--- config.mk ---
export PLATFORM = sky130hd
export DESIGN_NAME = sfgc_regs
export DESIGN_NICKNAME = d
export VERILOG_FILES = /design/src/sfgc_pkg.sv /design/src/sfgc_map_decode.sv /design/src/sfgc_period_timer.sv /design/src/sfgc_regs.sv
export VERILOG_INCLUDE_DIRS = /design/src /design/src/src
export SDC_FILE = /design/constraint.sdc
export NUM_CORES = 1
export LEC_CHECK = 0
export BUFFER_PORTS_ARGS = -buffer_cell sky130_fd_sc_hd__buf_2
export CAP_MARGIN = 20
export CORE_AREA = 10 10 109 111
export DETAILED_ROUTE_END_ITERATION = 7
export DIE_AREA = 0 0 119 121
export HOLD_SLACK_MARGIN = 0.02
export SYNTH_ARGS = -nofsm -noshare
export SYNTH_HDL_FRONTEND = slang
export SYNTH_SLANG_ARGS = --single-unit
--- constraint.sdc ---
create_clock -name clock -period 5.1 [get_ports clock]
set_input_delay 0.765 -clock clock [delete_from_list [all_inputs] [get_ports clock]]
set_output_delay 0.765 -clock clock [all_outputs]
set_load 0.005 [all_outputs]
--- src/sfgc_map.svh ---
// register offsets, field positions, reset values and timing counts of the forwarding control bank
// assumes an 8-bit register address space and 8-bit register data
`ifndef SFGC_MAP_SVH
`define SFGC_MAP_SVH

`define SFGC_ADDR_UVID 8'h85
`define SFGC_ADDR_SELF 8'h86
`define SFGC_ADDR_RATE 8'h87

`define SFGC_FWD_EN_BIT 5
`define SFGC_SELF_EN_BIT 6
`define SFGC_QUEUE_EGR_BIT 3
`define SFGC_SRC_PVID_BIT 2
`define SFGC_PERIOD_LSB 4

`define SFGC_MAP_RST 5'h00
`define SFGC_PERIOD_RST 2'h1
`define SFGC_UVID_RD_MASK 8'h3F
`define SFGC_SELF_RD_MASK 8'h7F
`define SFGC_RATE_RD_MASK 8'h3C

`define SFGC_CLK_MHZ 125
`define SFGC_PERIOD16_MS 16
`define SFGC_PERIOD64_MS 64
`define SFGC_PERIOD256_MS 256
`define SFGC_MS_CYCLES (`SFGC_CLK_MHZ * 1000)

`endif

--- src/sfgc_pkg.sv ---
// types shared by the forwarding control bank and its helpers
// assumes a switch with ports 1 and 2 plus the rest reached by flooding
package sfgc_pkg;

   typedef struct packed {
      logic [7:0] addr;
      logic [7:0] wdata;
      logic wr;
      logic rd;
   } sfgc_bus_req_type;

   typedef struct packed {
      logic flood;
      logic port2;
      logic port1;
      logic filter;
   } sfgc_fwd_dest_type;

   typedef struct packed {
      logic is_unknown_vid;
      logic is_unknown_ip_mcast;
      logic da_is_self;
      logic src_pvid_insert;
      logic ingress_pvid_insert;
   } sfgc_frame_info_type;

   typedef enum logic [1:0] {
      SFGC_EGR_PORT,
      SFGC_EGR_QUEUE
   } sfgc_egr_mode_type;

endpackage

--- src/sfgc_map_decode.sv ---
// decodes a 5-bit forwarding port map and its enable into a destination set
// assumes the map comes straight from a control register
`timescale 1ns/1ps
`include "sfgc_map.svh"

module sfgc_map_decode
   import sfgc_pkg::*;
(
   // configuration
   input wire logic enable,
   input wire logic [4:0] port_map,
   // result
   output sfgc_pkg::sfgc_fwd_dest_type dest
);
   import sfgc_pkg::*;

   // bit 0 never takes part; 00001 is reserved and treated as filtering
   always_comb begin
      dest = '0;
      if (!enable || port_map[4:1] == 4'h0) begin
         dest.filter = 1'b1;
      end else if (port_map[4:1] == 4'hF) begin
         dest.flood = 1'b1;
      end else begin
         dest.port1 = port_map[1];
         dest.port2 = port_map[2];
         dest.filter = !(port_map[1] || port_map[2]);
      end
   end

endmodule

--- src/sfgc_period_timer.sv ---
// ticks once per ingress rate-limit unit period
// assumes the period code may change at any time; the running count restarts on a change
`timescale 1ns/1ps
`include "sfgc_map.svh"

module sfgc_period_timer #(
   parameter int MS_CYCLES = `SFGC_MS_CYCLES
) (
   // clock and reset
   input wire logic clock,
   input wire logic rst,
   // period code
   input wire logic [1:0] period_sel,
   // tick
   output logic period_tick
);
   import sfgc_pkg::*;

   // 17 bits: one millisecond at the full clock rate is more than 65535 cycles
   logic [16:0] ms_count_q;
   logic [8:0] ms_total_q;
   logic [1:0] sel_q;
   logic ms_tick;
   logic [8:0] ms_limit;

   assign ms_tick = (ms_count_q == 17'(MS_CYCLES - 1));

   // both 1x codes give the longest period
   always_comb begin
      unique case (period_sel)
         2'h0: ms_limit = 9'(`SFGC_PERIOD16_MS);
         2'h1: ms_limit = 9'(`SFGC_PERIOD64_MS);
         2'h2: ms_limit = 9'(`SFGC_PERIOD256_MS);
         2'h3: ms_limit = 9'(`SFGC_PERIOD256_MS);
      endcase
   end

   always_ff @(posedge clock or posedge rst) begin
      if (rst) begin
         sel_q <= `SFGC_PERIOD_RST;
      end else begin
         sel_q <= period_sel;
      end
   end

   always_ff @(posedge clock or posedge rst) begin
      if (rst) begin
         ms_count_q <= 17'h00000;
      end else if (ms_tick || sel_q != period_sel) begin
         ms_count_q <= 17'h00000;
      end else begin
         ms_count_q <= ms_count_q + 17'h00001;
      end
   end

   always_ff @(posedge clock or posedge rst) begin
      if (rst) begin
         ms_total_q <= 9'h000;
         period_tick <= 1'b0;
      end else if (sel_q != period_sel) begin
         ms_total_q <= 9'h000;
         period_tick <= 1'b0;
      end else if (ms_tick && ms_total_q == ms_limit - 9'h001) begin
         ms_total_q <= 9'h000;
         period_tick <= 1'b1;
      end else begin
         if (ms_tick) begin
            ms_total_q <= ms_total_q + 9'h001;
         end
         period_tick <= 1'b0;
      end
   end

endmodule

--- src/sfgc_regs.sv ---
// global forwarding and policing control bank of a managed switch
// assumes a single-cycle register port from the management interface and
// per-frame classification inputs from the lookup engine, valid while frame_valid is high
`timescale 1ns/1ps
`include "sfgc_map.svh"

module sfgc_regs
   import sfgc_pkg::*;
#(
   parameter int MS_CYCLES = `SFGC_MS_CYCLES
) (
   // clock and reset
   input wire logic clock,
   input wire logic rst,
   // register port
   input sfgc_pkg::sfgc_bus_req_type bus_req,
   output logic [7:0] rd_data,
   // frame classification from the lookup path
   input wire logic frame_valid,
   input sfgc_pkg::sfgc_frame_info_type frame_info,
   // forwarding decision
   output sfgc_pkg::sfgc_fwd_dest_type fwd_dest,
   output logic egress_drop,
   output logic insert_pvid,
   // policing controls
   output sfgc_pkg::sfgc_egr_mode_type egr_mode,
   output logic rate_period_tick
);
   import sfgc_pkg::*;

   logic uvid_en_q;
   logic [4:0] uvid_map_q;
   logic self_en_q;
   logic ipm_en_q;
   logic [4:0] ipm_map_q;
   logic [1:0] period_q;
   logic queue_egr_q;
   logic src_pvid_q;
   logic [7:0] rd_data_d;
   sfgc_fwd_dest_type uvid_dest;
   sfgc_fwd_dest_type ipm_dest;
   sfgc_fwd_dest_type fwd_dest_d;

   function automatic logic is_write(input sfgc_bus_req_type r, input logic [7:0] a);
      return r.wr && r.addr == a;
   endfunction

   // only the documented bits are stored; reserved bits are never kept
   always_ff @(posedge clock or posedge rst) begin
      if (rst) begin
         uvid_en_q <= 1'b0;
         uvid_map_q <= `SFGC_MAP_RST;
      end else if (is_write(bus_req, `SFGC_ADDR_UVID)) begin
         uvid_en_q <= bus_req.wdata[`SFGC_FWD_EN_BIT];
         uvid_map_q <= bus_req.wdata[4:0];
      end
   end

   always_ff @(posedge clock or posedge rst) begin
      if (rst) begin
         self_en_q <= 1'b0;
         ipm_en_q <= 1'b0;
         ipm_map_q <= `SFGC_MAP_RST;
      end else if (is_write(bus_req, `SFGC_ADDR_SELF)) begin
         self_en_q <= bus_req.wdata[`SFGC_SELF_EN_BIT];
         ipm_en_q <= bus_req.wdata[`SFGC_FWD_EN_BIT];
         ipm_map_q <= bus_req.wdata[4:0];
      end
   end

   always_ff @(posedge clock or posedge rst) begin
      if (rst) begin
         period_q <= `SFGC_PERIOD_RST;
         queue_egr_q <= 1'b0;
         src_pvid_q <= 1'b0;
      end else if (is_write(bus_req, `SFGC_ADDR_RATE)) begin
         period_q <= bus_req.wdata[`SFGC_PERIOD_LSB +: 2];
         queue_egr_q <= bus_req.wdata[`SFGC_QUEUE_EGR_BIT];
         src_pvid_q <= bus_req.wdata[`SFGC_SRC_PVID_BIT];
      end
   end

   // reserved fields read their zero defaults; unmapped addresses read zero
   always_comb begin
      rd_data_d = 8'h00;
      unique case (bus_req.addr)
         `SFGC_ADDR_UVID: rd_data_d = {2'h0, uvid_en_q, uvid_map_q} & `SFGC_UVID_RD_MASK;
         `SFGC_ADDR_SELF: rd_data_d = {1'b0, self_en_q, ipm_en_q, ipm_map_q} & `SFGC_SELF_RD_MASK;
         `SFGC_ADDR_RATE: rd_data_d = {2'h0, period_q, queue_egr_q, src_pvid_q, 2'h0} & `SFGC_RATE_RD_MASK;
         default: rd_data_d = 8'h00;
      endcase
   end

   always_ff @(posedge clock or posedge rst) begin
      if (rst) begin
         rd_data <= 8'h00;
      end else if (bus_req.rd) begin
         rd_data <= rd_data_d;
      end else begin
         rd_data <= 8'h00;
      end
   end

   sfgc_map_decode u_uvid_decode (
      .enable(uvid_en_q),
      .port_map(uvid_map_q),
      .dest(uvid_dest)
   );

   sfgc_map_decode u_ipm_decode (
      .enable(ipm_en_q),
      .port_map(ipm_map_q),
      .dest(ipm_dest)
   );

   // unknown VID takes precedence; a frame that is neither gets no unknown-class forwarding
   always_comb begin
      fwd_dest_d = '0;
      if (frame_info.is_unknown_vid) begin
         fwd_dest_d = uvid_dest;
      end else if (frame_info.is_unknown_ip_mcast) begin
         fwd_dest_d = ipm_dest;
      end
   end

   always_ff @(posedge clock or posedge rst) begin
      if (rst) begin
         fwd_dest <= '0;
      end else if (frame_valid) begin
         fwd_dest <= fwd_dest_d;
      end
   end

   // da_is_self comes from the egress compare against the six MAC address registers
   always_ff @(posedge clock or posedge rst) begin
      if (rst) begin
         egress_drop <= 1'b0;
      end else if (frame_valid) begin
         egress_drop <= self_en_q && frame_info.da_is_self;
      end
   end

   always_ff @(posedge clock or posedge rst) begin
      if (rst) begin
         insert_pvid <= 1'b0;
      end else if (frame_valid) begin
         if (src_pvid_q) begin
            insert_pvid <= frame_info.src_pvid_insert;
         end else begin
            insert_pvid <= frame_info.ingress_pvid_insert;
         end
      end
   end

   assign egr_mode = queue_egr_q ? SFGC_EGR_QUEUE : SFGC_EGR_PORT;

   sfgc_period_timer #(
      .MS_CYCLES(MS_CYCLES)
   ) u_period (
      .clock(clock),
      .rst(rst),
      .period_sel(period_q),
      .period_tick(rate_period_tick)
   );

   a_uvid_write_back: assert property (@(posedge clock) disable iff (rst)
      bus_req.wr && bus_req.addr == `SFGC_ADDR_UVID ##1 bus_req.rd && bus_req.addr == `SFGC_ADDR_UVID
      |=> rd_data == ($past(bus_req.wdata, 2) & `SFGC_UVID_RD_MASK))
      else $error("unknown VID register readback wrong");

   a_map_zero_filter: assert property (@(posedge clock) disable iff (rst)
      frame_valid && frame_info.is_unknown_vid && uvid_map_q[4:1] == 4'h0 |=> fwd_dest.filter)
      else $error("zero VID map did not filter");

   a_map_both_ports: assert property (@(posedge clock) disable iff (rst)
      frame_valid && frame_info.is_unknown_vid && uvid_en_q && uvid_map_q[4:1] == 4'h3
      |=> fwd_dest.port1 && fwd_dest.port2 && !fwd_dest.flood)
      else $error("0011x map did not send to ports 1 and 2");

   a_self_drop: assert property (@(posedge clock) disable iff (rst)
      frame_valid |=> egress_drop == ($past(self_en_q) && $past(frame_info.da_is_self)))
      else $error("self address drop wrong");

   a_ipm_flood: assert property (@(posedge clock) disable iff (rst)
      frame_valid && !frame_info.is_unknown_vid && frame_info.is_unknown_ip_mcast
      && ipm_en_q && ipm_map_q[4:1] == 4'hF |=> fwd_dest.flood && !fwd_dest.filter)
      else $error("IP multicast flood map not honoured");

   a_ipm_disabled: assert property (@(posedge clock) disable iff (rst)
      frame_valid && !frame_info.is_unknown_vid && frame_info.is_unknown_ip_mcast && !ipm_en_q
      |=> fwd_dest.filter)
      else $error("disabled IP multicast forward not filtered");

   a_egr_mode_follow: assert property (@(posedge clock) disable iff (rst)
      bus_req.wr && bus_req.addr == `SFGC_ADDR_RATE
      |=> egr_mode == ($past(bus_req.wdata[`SFGC_QUEUE_EGR_BIT]) ? SFGC_EGR_QUEUE : SFGC_EGR_PORT))
      else $error("egress limit mode did not follow write");

   a_pvid_select: assert property (@(posedge clock) disable iff (rst)
      frame_valid && !src_pvid_q |=> insert_pvid == $past(frame_info.ingress_pvid_insert))
      else $error("global PVID insertion not used");

   a_pvid_source: assert property (@(posedge clock) disable iff (rst)
      frame_valid && src_pvid_q |=> insert_pvid == $past(frame_info.src_pvid_insert))
      else $error("source port PVID insertion not used");

   a_rsvd_read_zero: assert property (@(posedge clock) disable iff (rst)
      bus_req.rd && bus_req.addr == `SFGC_ADDR_RATE |=> rd_data[7:6] == 2'h0 && rd_data[1:0] == 2'h0)
      else $error("reserved bits not zero");

   a_period_tick_pulse: assert property (@(posedge clock) disable iff (rst)
      rate_period_tick |=> !rate_period_tick)
      else $error("period tick longer than one cycle");

   a_map_port_two: assert property (@(posedge clock) disable iff (rst)
      frame_valid && frame_info.is_unknown_vid && uvid_en_q && uvid_map_q[4:1] == 4'h2
      |=> fwd_dest.port2 && !fwd_dest.port1 && !fwd_dest.filter)
      else $error("0010x map did not send to port 2 only");

   a_uvid_disabled: assert property (@(posedge clock) disable iff (rst)
      frame_valid && frame_info.is_unknown_vid && !uvid_en_q |=> fwd_dest.filter && !fwd_dest.flood)
      else $error("disabled unknown VID forward not filtered");

   a_fwd_hold: assert property (@(posedge clock) disable iff (rst)
      !frame_valid |=> $stable(fwd_dest) && $stable(egress_drop) && $stable(insert_pvid))
      else $error("frame decision changed without a frame");

   a_rd_idle_zero: assert property (@(posedge clock) disable iff (rst)
      !bus_req.rd |=> rd_data == 8'h00)
      else $error("read data not zero outside read cycle");

   a_self_write_back: assert property (@(posedge clock) disable iff (rst)
      bus_req.wr && bus_req.addr == `SFGC_ADDR_SELF ##1 bus_req.rd && bus_req.addr == `SFGC_ADDR_SELF
      |=> rd_data == ($past(bus_req.wdata, 2) & `SFGC_SELF_RD_MASK))
      else $error("self filter register readback wrong");

   a_rate_write_back: assert property (@(posedge clock) disable iff (rst)
      bus_req.wr && bus_req.addr == `SFGC_ADDR_RATE ##1 bus_req.rd && bus_req.addr == `SFGC_ADDR_RATE
      |=> rd_data == ($past(bus_req.wdata, 2) & `SFGC_RATE_RD_MASK))
      else $error("rate limit register readback wrong");

   c_uvid_forward: cover property (@(posedge clock) disable iff (rst)
      frame_valid && frame_info.is_unknown_vid && uvid_en_q ##1 fwd_dest.port1);
   c_self_drop: cover property (@(posedge clock) disable iff (rst) egress_drop);
   c_period_tick: cover property (@(posedge clock) disable iff (rst) rate_period_tick);
   c_queue_mode: cover property (@(posedge clock) disable iff (rst) egr_mode == SFGC_EGR_QUEUE);

endmodule

**After elaboration in Yosys (flattened, before gate mapping)**

Cells that the tools add are included.

- Word-level logic and storage cells: 73
- Register bits after elaboration: 60
- Output and inout port bits: 17
- Input port bits: 26

- Equal/unequal tests: 11
- Reduce and logical (&&, ||, !) cells: 19
- Muxes and demuxes: 21
- Add/sub/neg operators: 3

Operators by type and width:

| cell | count |
|---|---|
| $mux W9 | 3 |
| $pmux W9 S3 | 1 |
| $eq A8 B8 Y1 const B | 3 |
| $pmux W7 S3 | 1 |
| $add A17 B1 Y17 const B | 1 |
| $eq A17 B17 Y1 const B | 1 |
| $mux W17 | 1 |
| $mux W3 | 4 |
| $add A9 B1 Y9 const B | 1 |
| $eq A9 B9 Y1 | 1 |
| $sub A9 B1 Y9 const B | 1 |
| $eq A4 B4 Y1 const B | 2 |
| $logic_not A4 Y1 | 2 |
| $mux W1 | 8 |
| $mux W4 | 2 |
| $mux W8 | 1 |
| $logic_and A1 B1 Y1 | 5 |
| $logic_or A1 B1 Y1 | 5 |
| $eq A2 B2 Y1 const B | 2 |
| $logic_not A1 Y1 | 4 |
| $reduce_bool A3 Y1 | 1 |
| $eq A2 B1 Y1 const B | 1 |
| $logic_not A2 Y1 | 1 |
| $ne A2 B2 Y1 | 1 |
| $reduce_or A2 Y1 | 1 |

**Longest topological paths before layout**

Gate-level depths: netlist of run 1.

- Depth in word-level cells: 8
- Gate-level depth with buffers: 6
- Mapped depth without buffers: 6

**By module**

A second synthesis of run 1 with hierarchy kept.

- Cells, all modules: 269
- Area total of the unflattened synthesis: 2844.0 µm²

By module, submodules not included:

| module | cells an instance | instances | area each (µm²) | seq. area each (µm²) |
|---|---|---|---|---|
| sfgc_period_timer | 151 | 1 | 1463.9 | 726.9 |
| sfgc_regs | 104 | 1 | 1312.5 | 752.0 |
| sfgc_map_decode | 7 | 2 | 33.8 | 0.0 |

**Least setup slack after synthesis of run 1**

No wires, ideal clock.

- Kind: input to register
- From: in bus_req[13] in the netlist's numbering
- To: reg uvid_en_q
- Data arrival time: 1974 ps
- Buffers on the path: 0
- Cell stages on the path: 5
- Library setup time: 125 ps
- Slack: 3001 ps
- Data required time: 4975 ps
- Cell sequence: nor4b_1 > and4b_1 > nand2_1 > nor2_1 > mux2_2

- Word-level cells in the longest chain between the ends: 2

Ends and longest elaborated chain:

| item | RTL line | RTL |
|---|---|---|
| start: declaration | sfgc_regs.sv:16 | `input sfgc_pkg::sfgc_bus_req_type bus_req,` |
| $eq A8 B8 Y1 | sfgc_regs.sv:45 | `return r.wr && r.addr == a;` |
| $logic_and A1 B1 Y1 | sfgc_regs.sv:45 |  |
| end signal: assignment | sfgc_regs.sv:54 | `` uvid_en_q <= bus_req.wdata[`SFGC_FWD_EN_BIT]; `` |
| end: declaration | sfgc_regs.sv:31 | `logic uvid_en_q;` |

Every way passes these cells.
A chain may end at the register's enable or synchronous reset.

**Worst setup path after layout of run 1**

- From: reg u_period.ms_total_q[0]
- To: reg u_period.ms_total_q[3]

- Word-level cells in the longest chain between the ends: 4
- Elaborated cells between the ends (all ways): 7
- Those cells by class: 1 x add/sub; 1 x eq/ne; 3 x mux; 2 x reduce/logical

Ends and longest elaborated chain:

| item | RTL line | RTL |
|---|---|---|
| start: declaration | sfgc_period_timer.sv:21 | `logic [8:0] ms_total_q;` |
| start signal: assignment | sfgc_period_timer.sv:68 | `ms_total_q <= ms_total_q + 9'h001;` |
| $add A9 B1 Y9 or $eq A9 B9 Y1 (tied branches) | sfgc_period_timer.sv:68, sfgc_period_timer.sv:63 |  |
| $mux W9 or $logic_and A1 B1 Y1 (tied branches) | sfgc_period_timer.sv:67, sfgc_period_timer.sv:63 |  |
| $mux W9 | sfgc_period_timer.sv:63 | `end else if (ms_tick && ms_total_q == ms_limit - 9'h001) begin` |
| $mux W9 | sfgc_period_timer.sv:60 | `end else if (sel_q != period_sel) begin` |

Several ways; a longest one is shown, not always the timed one. The select of a mux whose other input is x is not followed.

==> metrics, run 1 <==
Crit Path Max Fanout=6; crit share post-route=0.425; hold depth=0; post-CTS setup buffer count=0; final setup TNS=0 ps; global-route wire length before repair=10.8 mm; fmax=0.461 GHz; die area=14400 um^2; number of global-route vias before repair=2216; Synth Area in XOR/XNOR=0.0521; gate count after technology mapping=263; Hold Vio Cnt, Final=0; Fill cells=1015; post-route cell area=3370 um^2; CP max-delay cell=o21ai_0; commonest non-fill, non-tap cell in the layout=dfrtp_1; die height=121 um; gr ovfl total=0; Startpoint Class=register; H-tree Lvls=3; Synth Area in Simple Gates=0.221; routed len/inst=14.2 um; Worst-Margin Slew=733 ps; PD cells=324 nW/um^2; asr flop ratio synth=1.00; drt initial violations=75; initial antenna violation count=0; Detailed Place HPWL=4.48 mm; post-cts sizing count=0; Worst-path clk slew=80 ps; post-synthesis register bit count=59; Worst EP required=5330 ps; Ys Warns=0; CP Capture Type=register; Die X=119 um; vias=2114; largest family of logic cells by synthesized area=simple AND/OR/NAND/NOR gates; core area=9640 um^2; cts-stage hold buffer count=0; Ports=43; port bufs=39; CP arrival=2400 ps; register area share after synthesis=0.518; worst setup path category=register to register; Clock Path Buffers=2; R2R depth=6; WP buf/inv=0; nets=334; vias per inst=4.76; Post-synth EDFFs=0; syn_area_per_cell=10.9 um^2; Post-DP Area=3170 um^2; relative slew slack=0.511; leak pwr=1.52 nW; Finish-stage setup viols=0; Hold Path Class=register to register; largest net degree at the start of global routing=60; fin crit period=2170 ps; Final Max Tran Viols=0; Num CTS Buffers=9; setup repair after global routing missed its margin=no; final WL=6.31 mm; remaining antenna violation count=0; clk_lat worst skew=330 ps; Final Hold Slack=415 ps; highest-count cells in the layout ignoring fill and taps=57 x dfrtp_1, 40 x nor2_1, 39 x buf_2; distinct cell type count after synthesis=54; share of layout cells above drive strength 1=0.309; crit-path cells=ha_1 -> nand3_1 -> a211o_2 -> o21ai_0 -> o21ai_0 -> a21o_1; synth-to-layout area growth=18.0%; row cnt=36; mapped cell area=2860 um^2; clk sinks=59; ys flop type=dfrtp_1; cell mode on critical path=o21ai_0; Overall Power=1.09 mW; number of detailed-route iterations in the first pass=4; CTS tree=done; post-synthesis adder-cell area fraction=0.00876; worst setup margin=2930 ps; slowest cell delay on critical path=540 ps; Worst Skew=9.49 ps; Starting Density=0.296; critical path depth=6; mux contribution to synthesized area=0.0898; DRC=0; worst vdd ir=0.168 mV; RD Place Congestion=0.800; Compound-Gate Fraction of Synth Area=0.0828; Root Driver=clkbuf_8; Crit path max-delay family=compound AO/OA/AOI/OAI gates; status=finished, final reports clean; DP Worst Slack=2650 ps; diode count=0; All-Layer GR Usage=0.0916; Max Cap Viol=0
==> cells in the mapped netlist (2+ instances only) <==
cell      number  area [um^2]
dfrtp_1       57         1430
nor2_1        40          150
mux2_2        21          236
nand2_1       20         75.1
nand3_1       11         55.1
a22oi_1        9         67.6
xnor2_1        9         78.8
xor2_1         8         70.1
a21oi_1        7         35.0
o21ai_0        7         35.0
nor3_1         5         25.0
nor4_1         5         31.3
clkbuf_1       4         15.0
inv_1          4         15.0
nor4b_1        4         35.0
and3_2         3         22.5
and4_1         3         26.3
buf_4          3         22.5
buf_6          2         22.5
dfstp_2        2         52.6
ha_1           2         25.0
mux2i_1        2         20.0
nand4_1        2         12.5
nor2b_1        2         12.5
or4_1          2         15.0
==> logic make-up after synthesis <==
family                   Yosys count
AO/OA/AOI/OAI                     35
XOR/XNOR                          17
adder cells (fa/ha/maj)            2
buffers and inverters             13
flip-flops                        59
multiplexers                      23
other                              1
AND/OR/NAND/NOR                  113
==> cell type report <==
class,count,area (um^2),area share
Inverter,4,15.0,0.00445
Clock buffer,9,124,0.0367
Tap cell,133,166,0.0494
Timing Repair Buffer,40,203,0.0601
Clock inverter,7,77.6,0.0230
Multi-Input combinational cell,192,1310,0.388
Sequential cell,59,1480,0.439
==> registers in the layout, summed over array words and instances (netlist names), 2 cells and up <==
signal,flops
u_period.ms_count_q,17
period_q,2
fwd_dest,4
rd_data,7
ipm_map_q,5
uvid_map_q,5
u_period.ms_total_q,9
u_period.sel_q,2
==> worst register-to-register path: stages, from the launching register on <==
cell	delay (ps)
dfrtp_1	390
ha_1	190
nand3_1	170
a211o_2	380
o21ai_0	540
o21ai_0	190
a21o_1	210
==> final timing paths <==
kind                                                    start                                  to  slack, ps
min in group asynchronous                                 rst             egress_drop$_DFFE_PP0P_        630
max reg2reg                u_period.ms_total_q[0]$_DFFE_PP0P_  u_period.ms_total_q[3]$_DFFE_PP0P_       2930
max in group asynchronous                                 rst   u_period.ms_count_q[10]$_DFF_PP0_       3990
min                                   period_q[0]$_DFFE_PP1P_         u_period.sel_q[0]$_DFF_PP1_        420
max                        u_period.ms_total_q[0]$_DFFE_PP0P_  u_period.ms_total_q[3]$_DFFE_PP0P_       2930
min reg2reg                           period_q[0]$_DFFE_PP1P_         u_period.sel_q[0]$_DFF_PP1_        420
==> stage by stage <==
stage	instances	util
global placement	428	0.329
CTS	444	0.350
floorplan	264	-
global route	444	0.350
finish	444	0.350
detailed placement	428	0.329
==> power by group <==
group | switching, mW | total (mW) | internal (mW) | leakage (nW)
clock network | 0.201 | 0.430 | 0.229 | 0.0998
registers | 0.0390 | 0.538 | 0.499 | 0.797
logic | 0.0686 | 0.124 | 0.0555 | 0.620
total | 0.309 | 1.09 | 0.783 | 1.52
==> layer usage <==
layer / GRT usage / share of wire
met1: 0.112 / 0.46
met2: 0.145 / 0.47
met3: 0.0349 / 0.053
met4: 0.0305 / 0.0093
met5: 0 / 0
Power figures use the tool's default switching activity.
==> run 2: changes to the inputs <==
==> constraint.sdc (replaced) <==
create_clock -name clock -period 2 [get_ports clock]
set_input_delay 0.3 -clock clock [delete_from_list [all_inputs] [get_ports clock]]
set_output_delay 0.3 -clock clock [all_outputs]
set_load 0.005 [all_outputs]
==> metrics, run 2 (synthesis gave the netlist of run 1 again) <==
commonest non-fill, non-tap cell in the layout=dfrtp_1; R2R depth=5; RD Place Congestion=0.814; global-route wire length before repair=11.2 mm; slowest cell delay on critical path=470 ps; worst setup path category=register to register; Hold Path Class=input port to register; core area=9640 um^2; routed len/inst=14.1 um; share of layout cells above drive strength 1=0.336; clk_lat worst skew=340 ps; hold_sp=bus_req[2]; vias per inst=4.81; Worst-path clk slew=70 ps; Post-DP Area=3270 um^2; sequential power share=0.459; Worst Skew=9.38 ps; CP max-delay cell=or4_1; Non-Filler Instances=457; Final Hold Slack=202 ps; fin crit period=1890 ps; most flop-heavy register=u_period.ms_count_q; die area=14400 um^2; remaining antenna violation count=0; diode count=0; Clk pwr share=0.416; register area=1480 um^2; Ports=43; DP Worst Slack=79.3 ps; drt initial violations=70; Clock Path Buffers=2; FF-to-FF Start=u_period.ms_count_q[4]$_DFF_PP0_; post-CTS setup buffer count=0; Overall Power=2.97 mW; Finish-stage setup viols=0; Multi-input gate area=1310 um^2; Max Cap Viol=0; CP Capture Type=register; fmax=0.528 GHz; NetSw=0.785 mW; nets=347; vias=2196; gr ovfl total=0; clk sinks=59; worst vdd ir=0.478 mV; Root Driver=clkbuf_8; DRC=0; Fill cells=985; final setup TNS=0 ps; Startpoint Class=register; crit share post-route=0.946; PD cells=845 nW/um^2; Starting Density=0.296; All-Layer GR Usage=0.0945; Worst R2R End=u_period.ms_total_q[7]$_DFFE_PP0P_; final WL=6.46 mm; max reg flops=17; Hold Vio Cnt, Final=0; Worst EP required=2270 ps; worst setup margin=107 ps; setup repair after global routing missed its margin=no; Largest regs=u_period.ms_count_q: 17 flops, u_period.ms_total_q: 9 flops, rd_data: 7 flops; port bufs=39; H-tree Lvls=3; die height=121 um; Num CTS Buffers=9; initial antenna violation count=0; number of global-route vias before repair=2371; hold depth=2; number of detailed-route iterations in the first pass=4; Sw Share=0.264; CP arrival=2160 ps; crit-path cells=nor4_2 -> nand3_2 -> or2_4 -> or4_1 -> o2bb2ai_1; DP Cell Count=440; Comb power frac=0.125; highest-count cells in the layout ignoring fill and taps=57 x dfrtp_1, 40 x nor2_1, 39 x buf_2; CTS tree=done; Finished Core Util=0.365; leak pwr=1.60 nW; largest net degree at the start of global routing=29; status=finished, final reports clean; WHS Endpoint=ipm_map_q[0]$_DFFE_PP0P_; row cnt=36; Die X=119 um; Crit Path Max Fanout=6; post-route cell area=3510 um^2; r2r setup slk=110 ps; design internal power=2.19 mW; Final Max Tran Viols=0; Detailed Place HPWL=4.69 mm; synth-to-layout area growth=23.0%
## run 2: cell count changes in the layout (fill, tap and decap cells not counted)
cell,before,now
nor4b_2,0,1
inv_6,1,0
clkinv_4,3,1
clkinvlp_4,1,2
buf_12,0,1
dlygate4sd3_1,0,1
buf_4,1,12
nor4b_1,4,3
bufinv_16,1,2
clkbuf_8,9,10
## run 2: worst max-delay path by stage
| stage | from | end | slack (ps) |
|---|---|---|---|
| after CTS | u_period.ms_count_q[4]$_DFF_PP0_ | u_period.ms_total_q[7]$_DFFE_PP0P_ | 90 |
| final | u_period.ms_count_q[4]$_DFF_PP0_ | u_period.ms_total_q[7]$_DFFE_PP0P_ | 110 |
| after detailed placement | u_period.ms_count_q[4]$_DFF_PP0_ | u_period.ms_total_q[7]$_DFFE_PP0P_ | 80 |
| after global placement | u_period.ms_count_q[4]$_DFF_PP0_ | u_period.ms_total_q[7]$_DFFE_PP0P_ | 160 |
| after global routing | u_period.ms_total_q[0]$_DFFE_PP0P_ | u_period.ms_total_q[7]$_DFFE_PP0P_ | 10 |
| after floorplan | u_period.ms_total_q[0]$_DFFE_PP0P_ | u_period.ms_total_q[3]$_DFFE_PP0P_ | 220 |
## run 2: layer usage
metal  track usage  wire (um)
met4        0.0412        123
met5             0          0
met1         0.109       2910
met3        0.0349        363
met2         0.154       3060
## run 2: timing repair
action                                  in CTS  in global routing
hold buffers                                 1                  0
endpoints found under the hold margin       17                  0
resized for setup                            0                  1
endpoints found under the setup margin       0                  1
## run 2: worst max-delay path: cells and delay by family, from the launching register on
family / cells / cell delay [ps]
AOI/OAI and AO/OA: 1 / 150
DFF: 1 / 460
and+or+nand+nor: 4 / 1220
## run 2: cell type report
cell class,instances,area share
sequential,59,0.421
multi-input combinational,192,0.373
timing repair buffer,53,0.0897
tap,133,0.0473
clock buffer,10,0.0392
clock inverter,6,0.0253
inverter,4,0.00427
## run 2: power by group through the flow
stage | logic [mW] | registers (mW) | clock network [mW]
global route | 0.431 | 1.37 | 1.31
CTS | 0.375 | 1.36 | 1.26
global placement | 0.366 | 1.38 | 0
finish | 0.370 | 1.36 | 1.24
floorplan | 0.271 | 1.36 | 0
detailed placement | 0.372 | 1.39 | 0
